## src/logic/rcal_map.svh

```systemverilog
// Purpose: offsets, field positions, codes and reset values of the clock block
// Assumes: 32-bit APB data, one aligned word per register
// Notes: definitions only
`ifndef RCAL_MAP_SVH
`define RCAL_MAP_SVH
`define RCAL_OFS_CTRL 8'h00
`define RCAL_OFS_ALRM 8'h04
`define RCAL_OFS_CLK 8'h08
`define RCAL_OFS_DIV 8'h0C
`define RCAL_OFS_WIN 8'h10
`define RCAL_OFS_TIME 8'h14
`define RCAL_OFS_DATE 8'h18
`define RCAL_OFS_ATIME 8'h1C
`define RCAL_OFS_ADATE 8'h20
`define RCAL_OFS_STAT 8'h24
`define RCAL_CTRL_EN 15
`define RCAL_CTRL_POWER_CTL_ENABLE 10
`define RCAL_CTRL_POL 9
`define RCAL_CTRL_OE 7
`define RCAL_CTRL_SEL 4
`define RCAL_ALRM_EN 15
`define RCAL_ALRM_CHIME 14
`define RCAL_ALRM_MASK 8
`define RCAL_CLK_FDIV 11
`define RCAL_CLK_PWCPS 6
`define RCAL_CLK_PS 4
`define RCAL_SRC_SECONDARY_CRYSTAL_OSC 2'h0
`define RCAL_SRC_LOW_POWER_RC_OSC 2'h1
`define RCAL_SRC_LINE 2'h2
`define RCAL_SRC_SYS 2'h3
`define RCAL_OUT_ALARM 3'h0
`define RCAL_OUT_SEC 3'h1
`define RCAL_OUT_REF 3'h2
`define RCAL_OUT_PWC 3'h3
`define RCAL_RST_DIV 16'h3FFF
`define RCAL_RST_TIME 24'h00_0000
`define RCAL_RST_DATE 32'h0001_0106
`define RCAL_WIN_ALWAYS 8'hFF
`define RCAL_RPT_WRAP 8'hFF
`endif

```

## src/logic/rcal_pkg.sv

```systemverilog
// Purpose: shared types and prescale decode of the clock block
// Assumes: nothing
// Notes: BCD fields throughout
package rcal_pkg;
  typedef struct packed {
    logic [7:0] hr;
    logic [7:0] mn;
    logic [7:0] sc;
  } rcal_time_t;
  typedef struct packed {
    logic [7:0] yr;
    logic [7:0] mo;
    logic [7:0] dy;
    logic [7:0] wd;
  } rcal_date_t;
  typedef enum logic [2:0] {
    PWC_IDLE = 3'b001,
    PWC_STAB = 3'b010,
    PWC_SAMP = 3'b100
  } rcal_pwc_t;
  // Terminal count of a 1/16/64/256 or 1/1 prescaler
  function automatic logic rcal_ratio_hit(logic [7:0] cnt, logic [1:0] sel, logic one_is_unity);
    case (sel)
      2'h0: rcal_ratio_hit = one_is_unity ? 1'b1 : (cnt[3:0] == 4'hF);
      2'h1: rcal_ratio_hit = one_is_unity ? (cnt[3:0] == 4'hF) : (cnt[5:0] == 6'h3F);
      2'h2: rcal_ratio_hit = one_is_unity ? (cnt[5:0] == 6'h3F) : (&cnt);
      default: rcal_ratio_hit = &cnt;
    endcase
  endfunction
endpackage

```

## src/logic/rcal_divider.sv

```systemverilog
// Purpose: async prescaler, coarse and fine divider to a half-second tick
// Assumes: ref_edge is a one-cycle pulse per reference period
// Notes: fine setting swallows prescaled pulses over 32 half seconds
`timescale 1ns/10ps
module rcal_divider #(
  parameter int DIV_W = 16,
  parameter int FINE_W = 5
) (
  // Clock and reset
  input wire logic pclk,
  input wire logic presetn,
  // Settings
  input wire logic enable,
  input wire logic ref_edge,
  input wire logic [1:0] async_prescale_select,
  input wire logic [DIV_W-1:0] coarse_div,
  input wire logic [FINE_W-1:0] fine_divide_value,
  // Tick
  output logic half_tick
);
  logic [7:0] ps_cnt_q;
  logic [DIV_W-1:0] div_cnt_q;
  logic [FINE_W-1:0] slot_q;
  logic swallow_q;
  logic ps_tick;
  logic term;

  // Prescaled pulse, ratios 1:16, 1:64, 1:256
  assign ps_tick = enable & ref_edge & rcal_pkg::rcal_ratio_hit(ps_cnt_q, async_prescale_select, 1'b0);
  assign term = ps_tick & ~swallow_q & (div_cnt_q >= coarse_div);

  // Prescaler counter
  always_ff @(posedge pclk or negedge presetn) begin
    if (!presetn) begin
      ps_cnt_q <= 8'h00;
    end else if (!enable) begin
      ps_cnt_q <= 8'h00;
    end else if (ref_edge) begin
      ps_cnt_q <= ps_cnt_q + 8'h01;
    end
  end

  // Coarse counter spans setting plus one pulses
  always_ff @(posedge pclk or negedge presetn) begin
    if (!presetn) begin
      div_cnt_q <= '0;
    end else if (!enable) begin
      div_cnt_q <= '0;
    end else if (term) begin
      div_cnt_q <= '0;
    end else if (ps_tick && !swallow_q) begin
      div_cnt_q <= div_cnt_q + 1'b1;
    end
  end

  // Fine slot and pulse removal, longer period for larger fine value
  always_ff @(posedge pclk or negedge presetn) begin
    if (!presetn) begin
      slot_q <= '0;
      swallow_q <= 1'b0;
    end else if (!enable) begin
      slot_q <= '0;
      swallow_q <= 1'b0;
    end else if (term) begin
      slot_q <= slot_q + 1'b1;
      swallow_q <= (slot_q < fine_divide_value);
    end else if (ps_tick) begin
      swallow_q <= 1'b0;
    end
  end

  // Registered tick
  always_ff @(posedge pclk or negedge presetn) begin
    if (!presetn) begin
      half_tick <= 1'b0;
    end else begin
      half_tick <= term;
    end
  end

  fine_off_a: assert property (@(posedge pclk) disable iff (!presetn)
    (term && fine_divide_value == '0) |=> !swallow_q)
    else $error("pulse removed with fine setting zero");
  tick_src_a: assert property (@(posedge pclk) disable iff (!presetn)
    half_tick |-> $past(ps_tick) && $past(div_cnt_q >= coarse_div))
    else $error("tick without coarse terminal count");
endmodule

```

## src/logic/rcal_calendar.sv

```systemverilog
// Purpose: BCD time of day and calendar, years 2000 to 2099
// Assumes: half_tick is a one-cycle pulse
// Notes: software loads win over a tick in the same cycle
`timescale 1ns/10ps
`include "rcal_map.svh"
module rcal_calendar (
  // Clock and reset
  input wire logic pclk,
  input wire logic presetn,
  // Tick and loads
  input wire logic half_tick,
  input wire logic load_time,
  input wire logic load_date,
  input wire logic [31:0] wdata,
  // State
  output rcal_pkg::rcal_time_t time_q,
  output rcal_pkg::rcal_date_t date_q,
  output logic half_q
);
  // BCD increment of one byte
  function automatic logic [7:0] bcd_inc(logic [7:0] v);
    bcd_inc = (v[3:0] == 4'h9) ? {v[7:4] + 4'h1, 4'h0} : {v[7:4], v[3:0] + 4'h1};
  endfunction
  // Last day of month with leap years
  function automatic logic [7:0] last_day(logic [7:0] mo, logic [7:0] yr);
    logic leap;
    leap = yr[4] ? (yr[3:0] == 4'h2 || yr[3:0] == 4'h6)
                 : (yr[3:0] == 4'h0 || yr[3:0] == 4'h4 || yr[3:0] == 4'h8);
    case (mo)
      8'h02: last_day = leap ? 8'h29 : 8'h28;
      8'h04, 8'h06, 8'h09, 8'h11: last_day = 8'h30;
      default: last_day = 8'h31;
    endcase
  endfunction

  logic sec_step;
  assign sec_step = half_tick & half_q;

  // Half-second phase
  always_ff @(posedge pclk or negedge presetn) begin
    if (!presetn) begin
      half_q <= 1'b0;
    end else if (load_time) begin
      half_q <= 1'b0;
    end else if (half_tick) begin
      half_q <= ~half_q;
    end
  end

  // Time of day, 24-hour rollover
  always_ff @(posedge pclk or negedge presetn) begin
    if (!presetn) begin
      time_q <= `RCAL_RST_TIME;
    end else if (load_time) begin
      time_q <= wdata[23:0];
    end else if (sec_step) begin
      time_q.sc <= (time_q.sc == 8'h59) ? 8'h00 : bcd_inc(time_q.sc);
      if (time_q.sc == 8'h59) begin
        time_q.mn <= (time_q.mn == 8'h59) ? 8'h00 : bcd_inc(time_q.mn);
        if (time_q.mn == 8'h59) begin
          time_q.hr <= (time_q.hr == 8'h23) ? 8'h00 : bcd_inc(time_q.hr);
        end
      end
    end
  end

  // Calendar advances at midnight
  always_ff @(posedge pclk or negedge presetn) begin
    if (!presetn) begin
      date_q <= `RCAL_RST_DATE;
    end else if (load_date) begin
      date_q <= wdata;
    end else if (sec_step && time_q == 24'h23_5959) begin
      date_q.wd <= (date_q.wd == 8'h06) ? 8'h00 : bcd_inc(date_q.wd);
      if (date_q.dy == last_day(date_q.mo, date_q.yr)) begin
        date_q.dy <= 8'h01;
        date_q.mo <= (date_q.mo == 8'h12) ? 8'h01 : bcd_inc(date_q.mo);
        if (date_q.mo == 8'h12) begin
          date_q.yr <= (date_q.yr == 8'h99) ? 8'h00 : bcd_inc(date_q.yr);
        end
      end else begin
        date_q.dy <= bcd_inc(date_q.dy);
      end
    end
  end

  sec_bcd_a: assert property (@(posedge pclk) disable iff (!presetn)
    (sec_step && !load_time && time_q.sc == 8'h59) |=> time_q.sc == 8'h00)
    else $error("seconds did not roll over");
endmodule

```

## src/logic/rcal_rtc_calendar.sv

```systemverilog
// Purpose: real-time clock with alarm and power control sequencer, APB slave
// Assumes: reference inputs synchronous to pclk; pclk 40 MHz
// Notes: zero-wait APB; read data sampled in the setup cycle
// Operation
// - two-bit select picks crystal, RC, power line or system clock reference
// - asynchronous prescaler offers 1:16, 1:64 and 1:256
// - 16-bit counter period is divide setting plus one prescaled pulses
// - tick rate follows input over prescale times divide plus one plus fine/32
// - fine zero removes nothing; otherwise up to 31 pulses per 16 seconds
// - larger fine setting gives longer divider period
// - coarse and fine settings act as one 21-bit value, fine lowest
// - calendar counts 2000 to 2099 with leap years, weekday, date, month
// - 24-hour time, all fields BCD
// - hardware clears alarm enable on last alarm without chime
// - four-bit mask picks alarm interval half second up to year
// - repeat count decrements on each alarm while nonzero
// - alarm at count zero without chime is the last one
// - with chime the count wraps from zero to FFh
// - every alarm gives a one-cycle event usable as trigger
// - control output reaches pin only when enabled with select 011
// - polarity bit sets control output active level
// - control on opens stability window, then sample gate, then all close
// - power control cycle runs without processor help
// - window lengths are 8-bit counts of power-control clock periods
// - power-control clock prescaler offers 1:1, 1:16, 1:64, 1:256
// - window length 00h disables it; stability FFh holds it always on
`timescale 1ns/10ps
`include "rcal_map.svh"
module rcal_rtc_calendar #(
  parameter int ADDR_W = 8
) (
  // APB slave
  input wire logic pclk,
  input wire logic presetn,
  input wire logic psel,
  input wire logic penable,
  input wire logic pwrite,
  input wire logic [ADDR_W-1:0] paddr,
  input wire logic [31:0] pwdata,
  output logic [31:0] prdata,
  output logic pready,
  output logic pslverr,
  // Reference clock sources
  input wire logic secondary_crystal_osc,
  input wire logic low_power_rc_osc,
  input wire logic power_line_clk,
  // Pin and events
  output logic rtc_pin,
  output logic rtc_pin_en,
  output logic alarm_event,
  output logic sample_gate
);
  logic [15:0] ctrl_q;
  logic [15:0] alrm_q;
  logic [15:0] clk_q;
  logic [15:0] div_q;
  logic [15:0] win_q;
  rcal_pkg::rcal_time_t atime_q;
  rcal_pkg::rcal_date_t adate_q;
  rcal_pkg::rcal_time_t time_q;
  rcal_pkg::rcal_date_t date_q;
  rcal_pkg::rcal_pwc_t pwc_q;
  logic half_q;
  logic half_tick;
  logic chk_q;
  logic ref_prev_q;
  logic [7:0] pwc_cnt_q;
  logic [7:0] wcnt_q;
  logic [31:0] rd;
  logic hit;
  logic wr;
  logic ref_lvl;
  logic ref_edge;
  logic match;
  logic fire;
  logic pwc_tick;
  logic ctrl_active;
  logic pin_d;

  logic module_enable;
  logic power_ctl_enable;
  logic power_ctl_polarity;
  logic clock_pin_output_enable;
  logic [2:0] pin_output_select;
  logic alarm_enable;
  logic chime;
  logic [3:0] alarm_interval_mask;
  logic [7:0] alarm_repeat_count;
  logic [1:0] ref_clock_select;
  logic [1:0] async_prescale_select;
  logic [1:0] power_ctl_clk_prescale;
  logic [4:0] fine_divide_value;
  logic [7:0] stability_window_len;
  logic [7:0] sample_window_len;

  // Field views of the control words
  assign module_enable = ctrl_q[`RCAL_CTRL_EN];
  assign power_ctl_enable = ctrl_q[`RCAL_CTRL_POWER_CTL_ENABLE];
  assign power_ctl_polarity = ctrl_q[`RCAL_CTRL_POL];
  assign clock_pin_output_enable = ctrl_q[`RCAL_CTRL_OE];
  assign pin_output_select = ctrl_q[`RCAL_CTRL_SEL +: 3];
  assign alarm_enable = alrm_q[`RCAL_ALRM_EN];
  assign chime = alrm_q[`RCAL_ALRM_CHIME];
  assign alarm_interval_mask = alrm_q[`RCAL_ALRM_MASK +: 4];
  assign alarm_repeat_count = alrm_q[7:0];
  assign ref_clock_select = clk_q[1:0];
  assign async_prescale_select = clk_q[`RCAL_CLK_PS +: 2];
  assign power_ctl_clk_prescale = clk_q[`RCAL_CLK_PWCPS +: 2];
  assign fine_divide_value = clk_q[`RCAL_CLK_FDIV +: 5];
  assign stability_window_len = win_q[7:0];
  assign sample_window_len = win_q[15:8];

  // APB handshake: zero wait, error on unmapped address
  assign wr = psel & penable & pwrite;
  assign pready = 1'b1;
  assign pslverr = psel & penable & ~hit;

  // Read mux and address decode
  always_comb begin
    hit = 1'b1;
    rd = 32'h0000_0000;
    case (paddr)
      `RCAL_OFS_CTRL: rd = {16'h0000, ctrl_q};
      `RCAL_OFS_ALRM: rd = {16'h0000, alrm_q};
      `RCAL_OFS_CLK: rd = {16'h0000, clk_q};
      `RCAL_OFS_DIV: rd = {16'h0000, div_q};
      `RCAL_OFS_WIN: rd = {16'h0000, win_q};
      `RCAL_OFS_TIME: rd = {8'h00, time_q};
      `RCAL_OFS_DATE: rd = date_q;
      `RCAL_OFS_ATIME: rd = {8'h00, atime_q};
      `RCAL_OFS_ADATE: rd = adate_q;
      `RCAL_OFS_STAT: rd = {26'h000_0000, pwc_q, sample_gate, ctrl_active, half_q};
      default: hit = 1'b0;
    endcase
  end

  // Read data captured in the setup cycle
  always_ff @(posedge pclk or negedge presetn) begin
    if (!presetn) begin
      prdata <= 32'h0000_0000;
    end else if (psel && !penable && !pwrite) begin
      prdata <= rd;
    end
  end

  // Plain configuration registers
  always_ff @(posedge pclk or negedge presetn) begin
    if (!presetn) begin
      ctrl_q <= 16'h0000;
      clk_q <= 16'h0000;
      div_q <= `RCAL_RST_DIV;
      win_q <= 16'h0000;
      atime_q <= `RCAL_RST_TIME;
      adate_q <= `RCAL_RST_DATE;
    end else if (wr) begin
      if (paddr == `RCAL_OFS_CTRL) ctrl_q <= pwdata[15:0] & 16'h86F0;
      if (paddr == `RCAL_OFS_CLK) clk_q <= pwdata[15:0] & 16'hF8F3;
      if (paddr == `RCAL_OFS_DIV) div_q <= pwdata[15:0];
      if (paddr == `RCAL_OFS_WIN) win_q <= pwdata[15:0];
      if (paddr == `RCAL_OFS_ATIME) atime_q <= pwdata[23:0];
      if (paddr == `RCAL_OFS_ADATE) adate_q <= pwdata;
    end
  end

  // Alarm control: software write, else count and auto-disable
  always_ff @(posedge pclk or negedge presetn) begin
    if (!presetn) begin
      alrm_q <= 16'h0000;
    end else if (wr && paddr == `RCAL_OFS_ALRM) begin
      alrm_q <= pwdata[15:0] & 16'hCFFF;
    end else if (fire) begin
      if (alarm_repeat_count != 8'h00) begin
        alrm_q[7:0] <= alarm_repeat_count - 8'h01;
      end else if (chime) begin
        alrm_q[7:0] <= `RCAL_RPT_WRAP;
      end else begin
        alrm_q[`RCAL_ALRM_EN] <= 1'b0;
      end
    end
  end

  // Reference source select and edge detect
  always_comb begin
    case (ref_clock_select)
      `RCAL_SRC_SECONDARY_CRYSTAL_OSC: ref_lvl = secondary_crystal_osc;
      `RCAL_SRC_LOW_POWER_RC_OSC: ref_lvl = low_power_rc_osc;
      `RCAL_SRC_LINE: ref_lvl = power_line_clk;
      default: ref_lvl = pclk_ref_level();
    endcase
  end
  function automatic logic pclk_ref_level();
    pclk_ref_level = 1'b1;
  endfunction
  assign ref_edge = (ref_clock_select == `RCAL_SRC_SYS) | (ref_lvl & ~ref_prev_q);

  always_ff @(posedge pclk or negedge presetn) begin
    if (!presetn) begin
      ref_prev_q <= 1'b0;
    end else begin
      ref_prev_q <= ref_lvl;
    end
  end

  // Divider and calendar
  rcal_divider #(
    .DIV_W(16),
    .FINE_W(5)
  ) u_div (
    .pclk(pclk),
    .presetn(presetn),
    .enable(module_enable),
    .ref_edge(ref_edge),
    .async_prescale_select(async_prescale_select),
    .coarse_div(div_q),
    .fine_divide_value(fine_divide_value),
    .half_tick(half_tick)
  );

  rcal_calendar u_cal (
    .pclk(pclk),
    .presetn(presetn),
    .half_tick(half_tick),
    .load_time(wr && paddr == `RCAL_OFS_TIME),
    .load_date(wr && paddr == `RCAL_OFS_DATE),
    .wdata(pwdata),
    .time_q(time_q),
    .date_q(date_q),
    .half_q(half_q)
  );

  // Alarm compare on the cycle after the calendar moves
  always_comb begin
    logic s_u;
    logic s_a;
    logic m_u;
    logic m_a;
    logic h_a;
    s_u = (time_q.sc[3:0] == atime_q.sc[3:0]);
    s_a = (time_q.sc == atime_q.sc);
    m_u = (time_q.mn[3:0] == atime_q.mn[3:0]);
    m_a = (time_q.mn == atime_q.mn);
    h_a = (time_q.hr == atime_q.hr);
    case (alarm_interval_mask)
      4'h0: match = 1'b1;
      4'h1: match = !half_q;
      4'h2: match = !half_q && s_u;
      4'h3: match = !half_q && s_a;
      4'h4: match = !half_q && s_a && m_u;
      4'h5: match = !half_q && s_a && m_a;
      4'h6: match = !half_q && s_a && m_a && h_a;
      4'h7: match = !half_q && s_a && m_a && h_a && (date_q.wd == adate_q.wd);
      4'h8: match = !half_q && s_a && m_a && h_a && (date_q.dy == adate_q.dy);
      4'h9: match = !half_q && s_a && m_a && h_a && (date_q.dy == adate_q.dy) && (date_q.mo == adate_q.mo);
      default: match = 1'b0;
    endcase
  end
  assign fire = chk_q & alarm_enable & match;

  always_ff @(posedge pclk or negedge presetn) begin
    if (!presetn) begin
      chk_q <= 1'b0;
      alarm_event <= 1'b0;
    end else begin
      chk_q <= half_tick;
      alarm_event <= fire;
    end
  end

  // Power-control clock prescaler
  assign pwc_tick = ref_edge & module_enable &
    rcal_pkg::rcal_ratio_hit(pwc_cnt_q, power_ctl_clk_prescale, 1'b1);
  always_ff @(posedge pclk or negedge presetn) begin
    if (!presetn) begin
      pwc_cnt_q <= 8'h00;
    end else if (ref_edge) begin
      pwc_cnt_q <= pwc_cnt_q + 8'h01;
    end
  end

  // Power-control sequencer, autonomous once started
  always_ff @(posedge pclk or negedge presetn) begin
    if (!presetn) begin
      pwc_q <= rcal_pkg::PWC_IDLE;
      wcnt_q <= 8'h00;
    end else if (!module_enable) begin
      pwc_q <= rcal_pkg::PWC_IDLE;
      wcnt_q <= 8'h00;
    end else begin
      case (pwc_q)
        rcal_pkg::PWC_IDLE: begin
          wcnt_q <= 8'h00;
          if (alarm_event && power_ctl_enable) begin
            if (stability_window_len != 8'h00) begin
              pwc_q <= rcal_pkg::PWC_STAB;
            end else if (sample_window_len != 8'h00) begin
              pwc_q <= rcal_pkg::PWC_SAMP;
            end
          end
        end
        rcal_pkg::PWC_STAB: begin
          if (pwc_tick && stability_window_len != `RCAL_WIN_ALWAYS) begin
            wcnt_q <= wcnt_q + 8'h01;
            if (wcnt_q + 8'h01 >= stability_window_len) begin
              wcnt_q <= 8'h00;
              pwc_q <= (sample_window_len != 8'h00) ? rcal_pkg::PWC_SAMP : rcal_pkg::PWC_IDLE;
            end
          end
        end
        rcal_pkg::PWC_SAMP: begin
          if (pwc_tick) begin
            wcnt_q <= wcnt_q + 8'h01;
            if (wcnt_q + 8'h01 >= sample_window_len) begin
              pwc_q <= rcal_pkg::PWC_IDLE;
            end
          end
        end
        default: pwc_q <= rcal_pkg::PWC_IDLE;
      endcase
    end
  end

  // Control active in either window, or held by FFh stability
  assign ctrl_active = (pwc_q != rcal_pkg::PWC_IDLE) ||
    (stability_window_len == `RCAL_WIN_ALWAYS);
  assign sample_gate = (pwc_q == rcal_pkg::PWC_SAMP);

  // Pin output select and polarity
  always_comb begin
    case (pin_output_select)
      `RCAL_OUT_ALARM: pin_d = alarm_event;
      `RCAL_OUT_SEC: pin_d = half_q;
      `RCAL_OUT_REF: pin_d = ref_lvl;
      `RCAL_OUT_PWC: pin_d = power_ctl_polarity ? ctrl_active : ~ctrl_active;
      default: pin_d = 1'b0;
    endcase
  end

  always_ff @(posedge pclk or negedge presetn) begin
    if (!presetn) begin
      rtc_pin <= 1'b0;
      rtc_pin_en <= 1'b0;
    end else begin
      rtc_pin <= clock_pin_output_enable & pin_d;
      rtc_pin_en <= clock_pin_output_enable;
    end
  end

  repeat_dec_a: assert property (@(posedge pclk) disable iff (!presetn)
    (fire && alarm_repeat_count != 8'h00 && !(wr && paddr == `RCAL_OFS_ALRM))
    |=> alarm_repeat_count == $past(alarm_repeat_count) - 8'h01)
    else $error("repeat count did not decrement");
  chime_wrap_a: assert property (@(posedge pclk) disable iff (!presetn)
    (fire && chime && alarm_repeat_count == 8'h00 && !(wr && paddr == `RCAL_OFS_ALRM))
    |=> alarm_repeat_count == 8'hFF && alarm_enable)
    else $error("chime did not wrap count");
  alarm_off_a: assert property (@(posedge pclk) disable iff (!presetn)
    (fire && !chime && alarm_repeat_count == 8'h00 && !(wr && paddr == `RCAL_OFS_ALRM))
    |=> !alarm_enable)
    else $error("last alarm left enable set");
  event_pulse_a: assert property (@(posedge pclk) disable iff (!presetn)
    alarm_event |-> $past(chk_q) && $past(alarm_enable) ##1 !alarm_event)
    else $error("alarm event without cause or too long");
  pin_pwc_a: assert property (@(posedge pclk) disable iff (!presetn)
    (clock_pin_output_enable && pin_output_select == 3'h3) |=>
    rtc_pin == ($past(power_ctl_polarity) ? $past(ctrl_active) : !$past(ctrl_active)))
    else $error("power control pin level wrong");
  pwc_start_a: assert property (@(posedge pclk) disable iff (!presetn)
    (alarm_event && power_ctl_enable && module_enable && pwc_q == rcal_pkg::PWC_IDLE &&
     stability_window_len != 8'h00) |=> pwc_q == rcal_pkg::PWC_STAB && ctrl_active)
    else $error("alarm did not start power cycle");
  stab_hold_a: assert property (@(posedge pclk) disable iff (!presetn)
    (stability_window_len == 8'hFF && pwc_q == rcal_pkg::PWC_STAB) |=> pwc_q != rcal_pkg::PWC_SAMP)
    else $error("held stability window left");
  gate_order_a: assert property (@(posedge pclk) disable iff (!presetn)
    $rose(sample_gate) |-> $past(pwc_q) == rcal_pkg::PWC_STAB || $past(stability_window_len) == 8'h00)
    else $error("sample gate opened before stability");
endmodule

```

## config.mk

```make
export PLATFORM = sky130hd
export DESIGN_NAME = rcal_rtc_calendar
export DESIGN_NICKNAME = d
export VERILOG_FILES = /design/src/logic/rcal_pkg.sv /design/src/logic/rcal_divider.sv /design/src/logic/rcal_calendar.sv /design/src/logic/rcal_rtc_calendar.sv
export VERILOG_INCLUDE_DIRS = /design/src /design/src/logic
export SDC_FILE = /design/constraint.sdc
export NUM_CORES = 1
export LEC_CHECK = 0
export ABC_AREA = 1
export BUFFER_PORTS_ARGS = -buffer_cell sky130_fd_sc_hd__clkbuf_2
export CAP_MARGIN = 10
export CORE_ASPECT_RATIO = 0.5
export CORE_MARGIN = 2
export CORE_UTILIZATION = 45
export DETAILED_ROUTE_END_ITERATION = 6
export GPL_TIMING_DRIVEN = 0
export PLACE_DENSITY_LB_ADDON = 0.1
export SYNTH_ARGS = -nofsm -noshare
export SYNTH_HDL_FRONTEND = slang
export SYNTH_SLANG_ARGS = --single-unit
```

## constraint.sdc

```tcl
create_clock -name pclk -period 7.53 [get_ports pclk]
set_input_delay 0.3765 -clock pclk [delete_from_list [all_inputs] [get_ports pclk]]
set_output_delay 0.3765 -clock pclk [all_outputs]
set_load 0.05 [all_outputs]
```

==> metrics.md <==
| Metric | Value |
|---|---|
| Port buffer count | `84` |
| Vias in the first global route | `13,500` |
| Tmin final | `2.87 ns` |
| Die width | `266 um` |
| Post-synthesis xor/xnor area fraction | `under 10%` |
| Final clock skew | `0.0284 ns` |
| Crit path largest cell delay | `0.46 ns` |
| Synth Register Bits | `264` |
| Worst Setup Start Kind | `register` |
| Net count, final | `2,156` |
| # IOs | `86` |
| Design area | `17,400 um^2` |
| FF-to-FF End | `wcnt_q[6]` |
| Syn Inst Count | `approximately 1,900` |
| Hold Path Origin | `pwdata[10]` |
| Synth unique cells | `just over 60` |
| Mapped Avg Cell Area | `~8 um^2` |
| Initial antenna violation count | `1` |
| CP Class | `reg -> reg` |
| CTS max path bufs | `3` |
| Max_cap viols | `0` |
| Status | `finished, final reports clean` |
| WHS Path Cells | `3` |
| Max Clock Freq | `between 300 and 400 MHz` |
| Num CTS Buffers | `27` |
| Sequential cell area fraction in the yosys report | `43.1%` |
| Dpl hpwl | `38.3 mm` |
| Ranking of synthesized cells by area | `dfrtp_1 39%, nand2_1 12%, o21ai_0 6.4%` |
| Reg2reg start | `wcnt_q[0]` |
| Top-area cell type share of the netlist area | `between 30% and 40%` |
| Post-synth top area cell | `dfrtp_1` |
| DIE HEIGHT | `135 um` |
| Worst-Margin Slew | `1.13 ns` |
| CP required | `~8.0 ns` |
| Synth warn | `0` |
| Ys async rst share | `100%` |
| Area growth syn-to-layout | `12.7%` |
| Via count | `about 14,000` |
| Drt first pass iters | `5` |
| Mapped Area | `between 15,000 and 20,000 um^2` |
| Number of DRC markers in iteration 0 | `approximately 1,300` |
| Hold violation total from the final report | `0` |
| Arrival time worst endpoint | `3.34 ns` |
| Most common cell in the netlist | `nand2_1` |
| Slew HR | `23.6%` |
| Dpl cell area | `16,400 um^2` |
| Unrepaired setup endpoints after global routing | `no` |
| Drt drc | `0` |
| Clk Latency, worst-skew pair | `0.58 ns` |
| GRT overflow | `0` |
| Ys flop type | `dfrtp_1` |
| Critical Path, Cell by Cell | `nand3_1 -> nand3b_1 -> nand3b_1 -> xnor2_1 -> ha_1 -> a21oi_1 -> o21a_1 -> nand3_1 -> o21ai_1 -> nand3_1 -> o21ai_0` |
| Slew Limit Fails | `0` |
| Initial Utilization | `46.1%` |
| Share of layout cells above drive strength 1 | `12.2%` |
| Multiplexer share of the synthesized area | `less than 1%` |
| Placer Congestion | `0.956` |
| CTS Root Cell | `clkbuf_16` |
| Sink Count | `between 200 and 300` |
| CTS tree | `yes` |
| Clock-pin slew on the worst setup and hold paths | `0.07 ns` |
| Power, Total | `3.09 mW` |
| Total Routing Usage GR | `between 20% and 30%` |
| Compound-Gate Fraction of Synth Area | `between 10% and 20%` |
| Hold WC Path Type | `in -> reg` |
| Synth Area in Adders | `approximately 5.3%` |
| Pre-CTS setup slack | `4.70 ns` |
| Power density over cell area | `178 nW/um^2` |
| CP max FO | `8` |
| Core area | `approximately 33,000 um^2` |
| Die area | `35,800 um^2` |
| Largest family of logic cells by synthesized area | `simple AND/OR/NAND/NOR gates` |
| Clock H-tree levels | `1` |
| Crit path max-delay family | `compound AO/OA/AOI/OAI gates` |
| Final wirelength | `50.9 mm` |
| Static Leak | `approximately 8.2 nW` |
| Simple-Gate Fraction of Synth Area | `about 23%` |
| Post-synth top cells | `476 x nand2_1, 241 x dfrtp_1, 238 x inv_1` |
| R2R setup slack | `around 4.7 ns` |
| Worst Reg-to-Reg Cells | `11` |
| FP Rows | `47` |
| Routed length per placed instance | `20.3 um` |
| Buffers & Inverters on Critical Path | `0` |
| Top cell by count, worst path | `nand3_1` |
| First-pass GRT wire length | `around 79 mm` |
| Maximum VDD drop | `about 120 uV` |
| Fin Hold WS | `0.0380 ns` |
| Diodes inserted | `0` |
| Setup violators final | `0` |
| EDFF count, synth | `0` |
| Crit path capture type | `register` |
| Vias per cell | `5.57` |
| Setup slack after layout | `~4.7 ns` |
| Post-synthesis net count | `2,040` |
| Period utilization | `38.1%` |
| Setup_tns | `0 ns` |
| Slowest cell on crit path | `o21ai_1` |
| Hold path endpoint | `alrm_q[10]` |
| Largest net degree at the start of global routing | `99` |
| Antenna Nets Post-Route | `0` |
## through the flow
| stage | std cells | util [%] |
|---|---|---|
| final | 2505 | 52.0 |
| after global routing | 2505 | 52.0 |
| after CTS | 2505 | 52.0 |
| after detailed placement | 2454 | 49.2 |
| after global placement | 2452 | 49.0 |
| after floorplan | 1927 | - |
## worst max path at each step
stage                         start     endpoint  slack (ns)  depth (start not counted)
after global routing      wcnt_q[0]    wcnt_q[6]        4.41                         11
after global placement      presetn  adate_q[26]        0.26                          1
after detailed placement  wcnt_q[0]    wcnt_q[6]        4.70                         11
after floorplan            pwc_q[1]    wcnt_q[1]        4.98                          8
after CTS                 wcnt_q[0]    wcnt_q[6]        4.67                         11
final                     wcnt_q[0]    wcnt_q[6]        4.66                         11
## per-layer routing
metal | track usage, % | share of wire, % | vias to the layer above
met2 | 44.6 | 43 | 438
met5 | 0 | 0 | -
met4 | 8.86 | 3.4 | 0
li1 | - | - | 6674
met3 | 5.98 | 7.1 | 115
met1 | 41.3 | 46 | 6717
## timing repair
| action | 4_1_cts | 5_1_grt |
|---|---|---|
| endpoints found under the hold margin | 91 | 0 |
| gates resized for setup | 0 | 0 |
| hold buffers | 1 | 0 |
| buffers inserted | 0 | 0 |
## final cells by class
type | instances | area, um^2
Clock inverter | 9 | 118
Multi-Input combinational cell | 1342 | 7510
Fill cell | 3340 | 16000
Inverter | 265 | 1000
Timing Repair Buffer | 87 | 494
Clock buffer | 41 | 798
Tap cell | 441 | 552
Sequential cell | 264 | 6640
Buffer | 56 | 256
## flip-flops by register name, summed over array words and instances, names as in the netlist, 3 cells and up
register	count
u_div.ps_cnt_q	8
u_cal.date_q	32
adate_q	32
clk_q	11
wcnt_q	8
pwc_q	3
prdata	32
win_q	16
atime_q	24
ctrl_q	7
u_cal.time_q	24
alrm_q	14
div_q	16
u_div.div_cnt_q	16
u_div.slot_q	5
pwc_cnt_q	8
## power breakdown
part           switching, mW  internal (mW)
logic                  0.132         0.0566
clock network          0.612          0.803
registers             0.0325           1.45
## layout by cell type, fill, tap and decap left out, drive strengths merged, types with 3 or more instances in the layout
master    Yosys  layout
a211oi        4       4
a21oi        56      56
a221oi       20      20
a22o          4       4
a22oi         5       5
a31oi         3       3
buf          16      18
clkbuf       40     165
clkinv        5       8
clkinvlp      0       3
dfrtp       241     241
dfstp        23      23
ha           65      65
inv         260     261
nand2       495     495
nand3        90      90
nand3b        5       5
nand4        39      39
nor2        100     100
nor3         27      27
nor3b         5       5
nor4          8       8
o2111ai      11      11
o211ai        8       8
o21ai       222     222
o221ai       13      13
o22ai        60      60
o32ai         4       4
or2           6       6
xnor2        32      32
xor2         46      46
## worst min-delay path, stage by stage
cell and delay [ns]:
clkbuf_2 0.09, nand2_1 0.04, o21ai_0 0.06
## logic make-up (layout without fill, tap and decap cells)
group | Yosys count | after routing
flip-flops | 264 | 264
other | 1 | 1
adder cells (fa/ha/maj) | 65 | 65
AND/OR/NAND/NOR | 775 | 775
buffers and inverters | 321 | 458
XOR/XNOR | 78 | 78
AO/OA/AOI/OAI | 421 | 421
multiplexers | 2 | 2
Power figures use the tool's default switching activity.
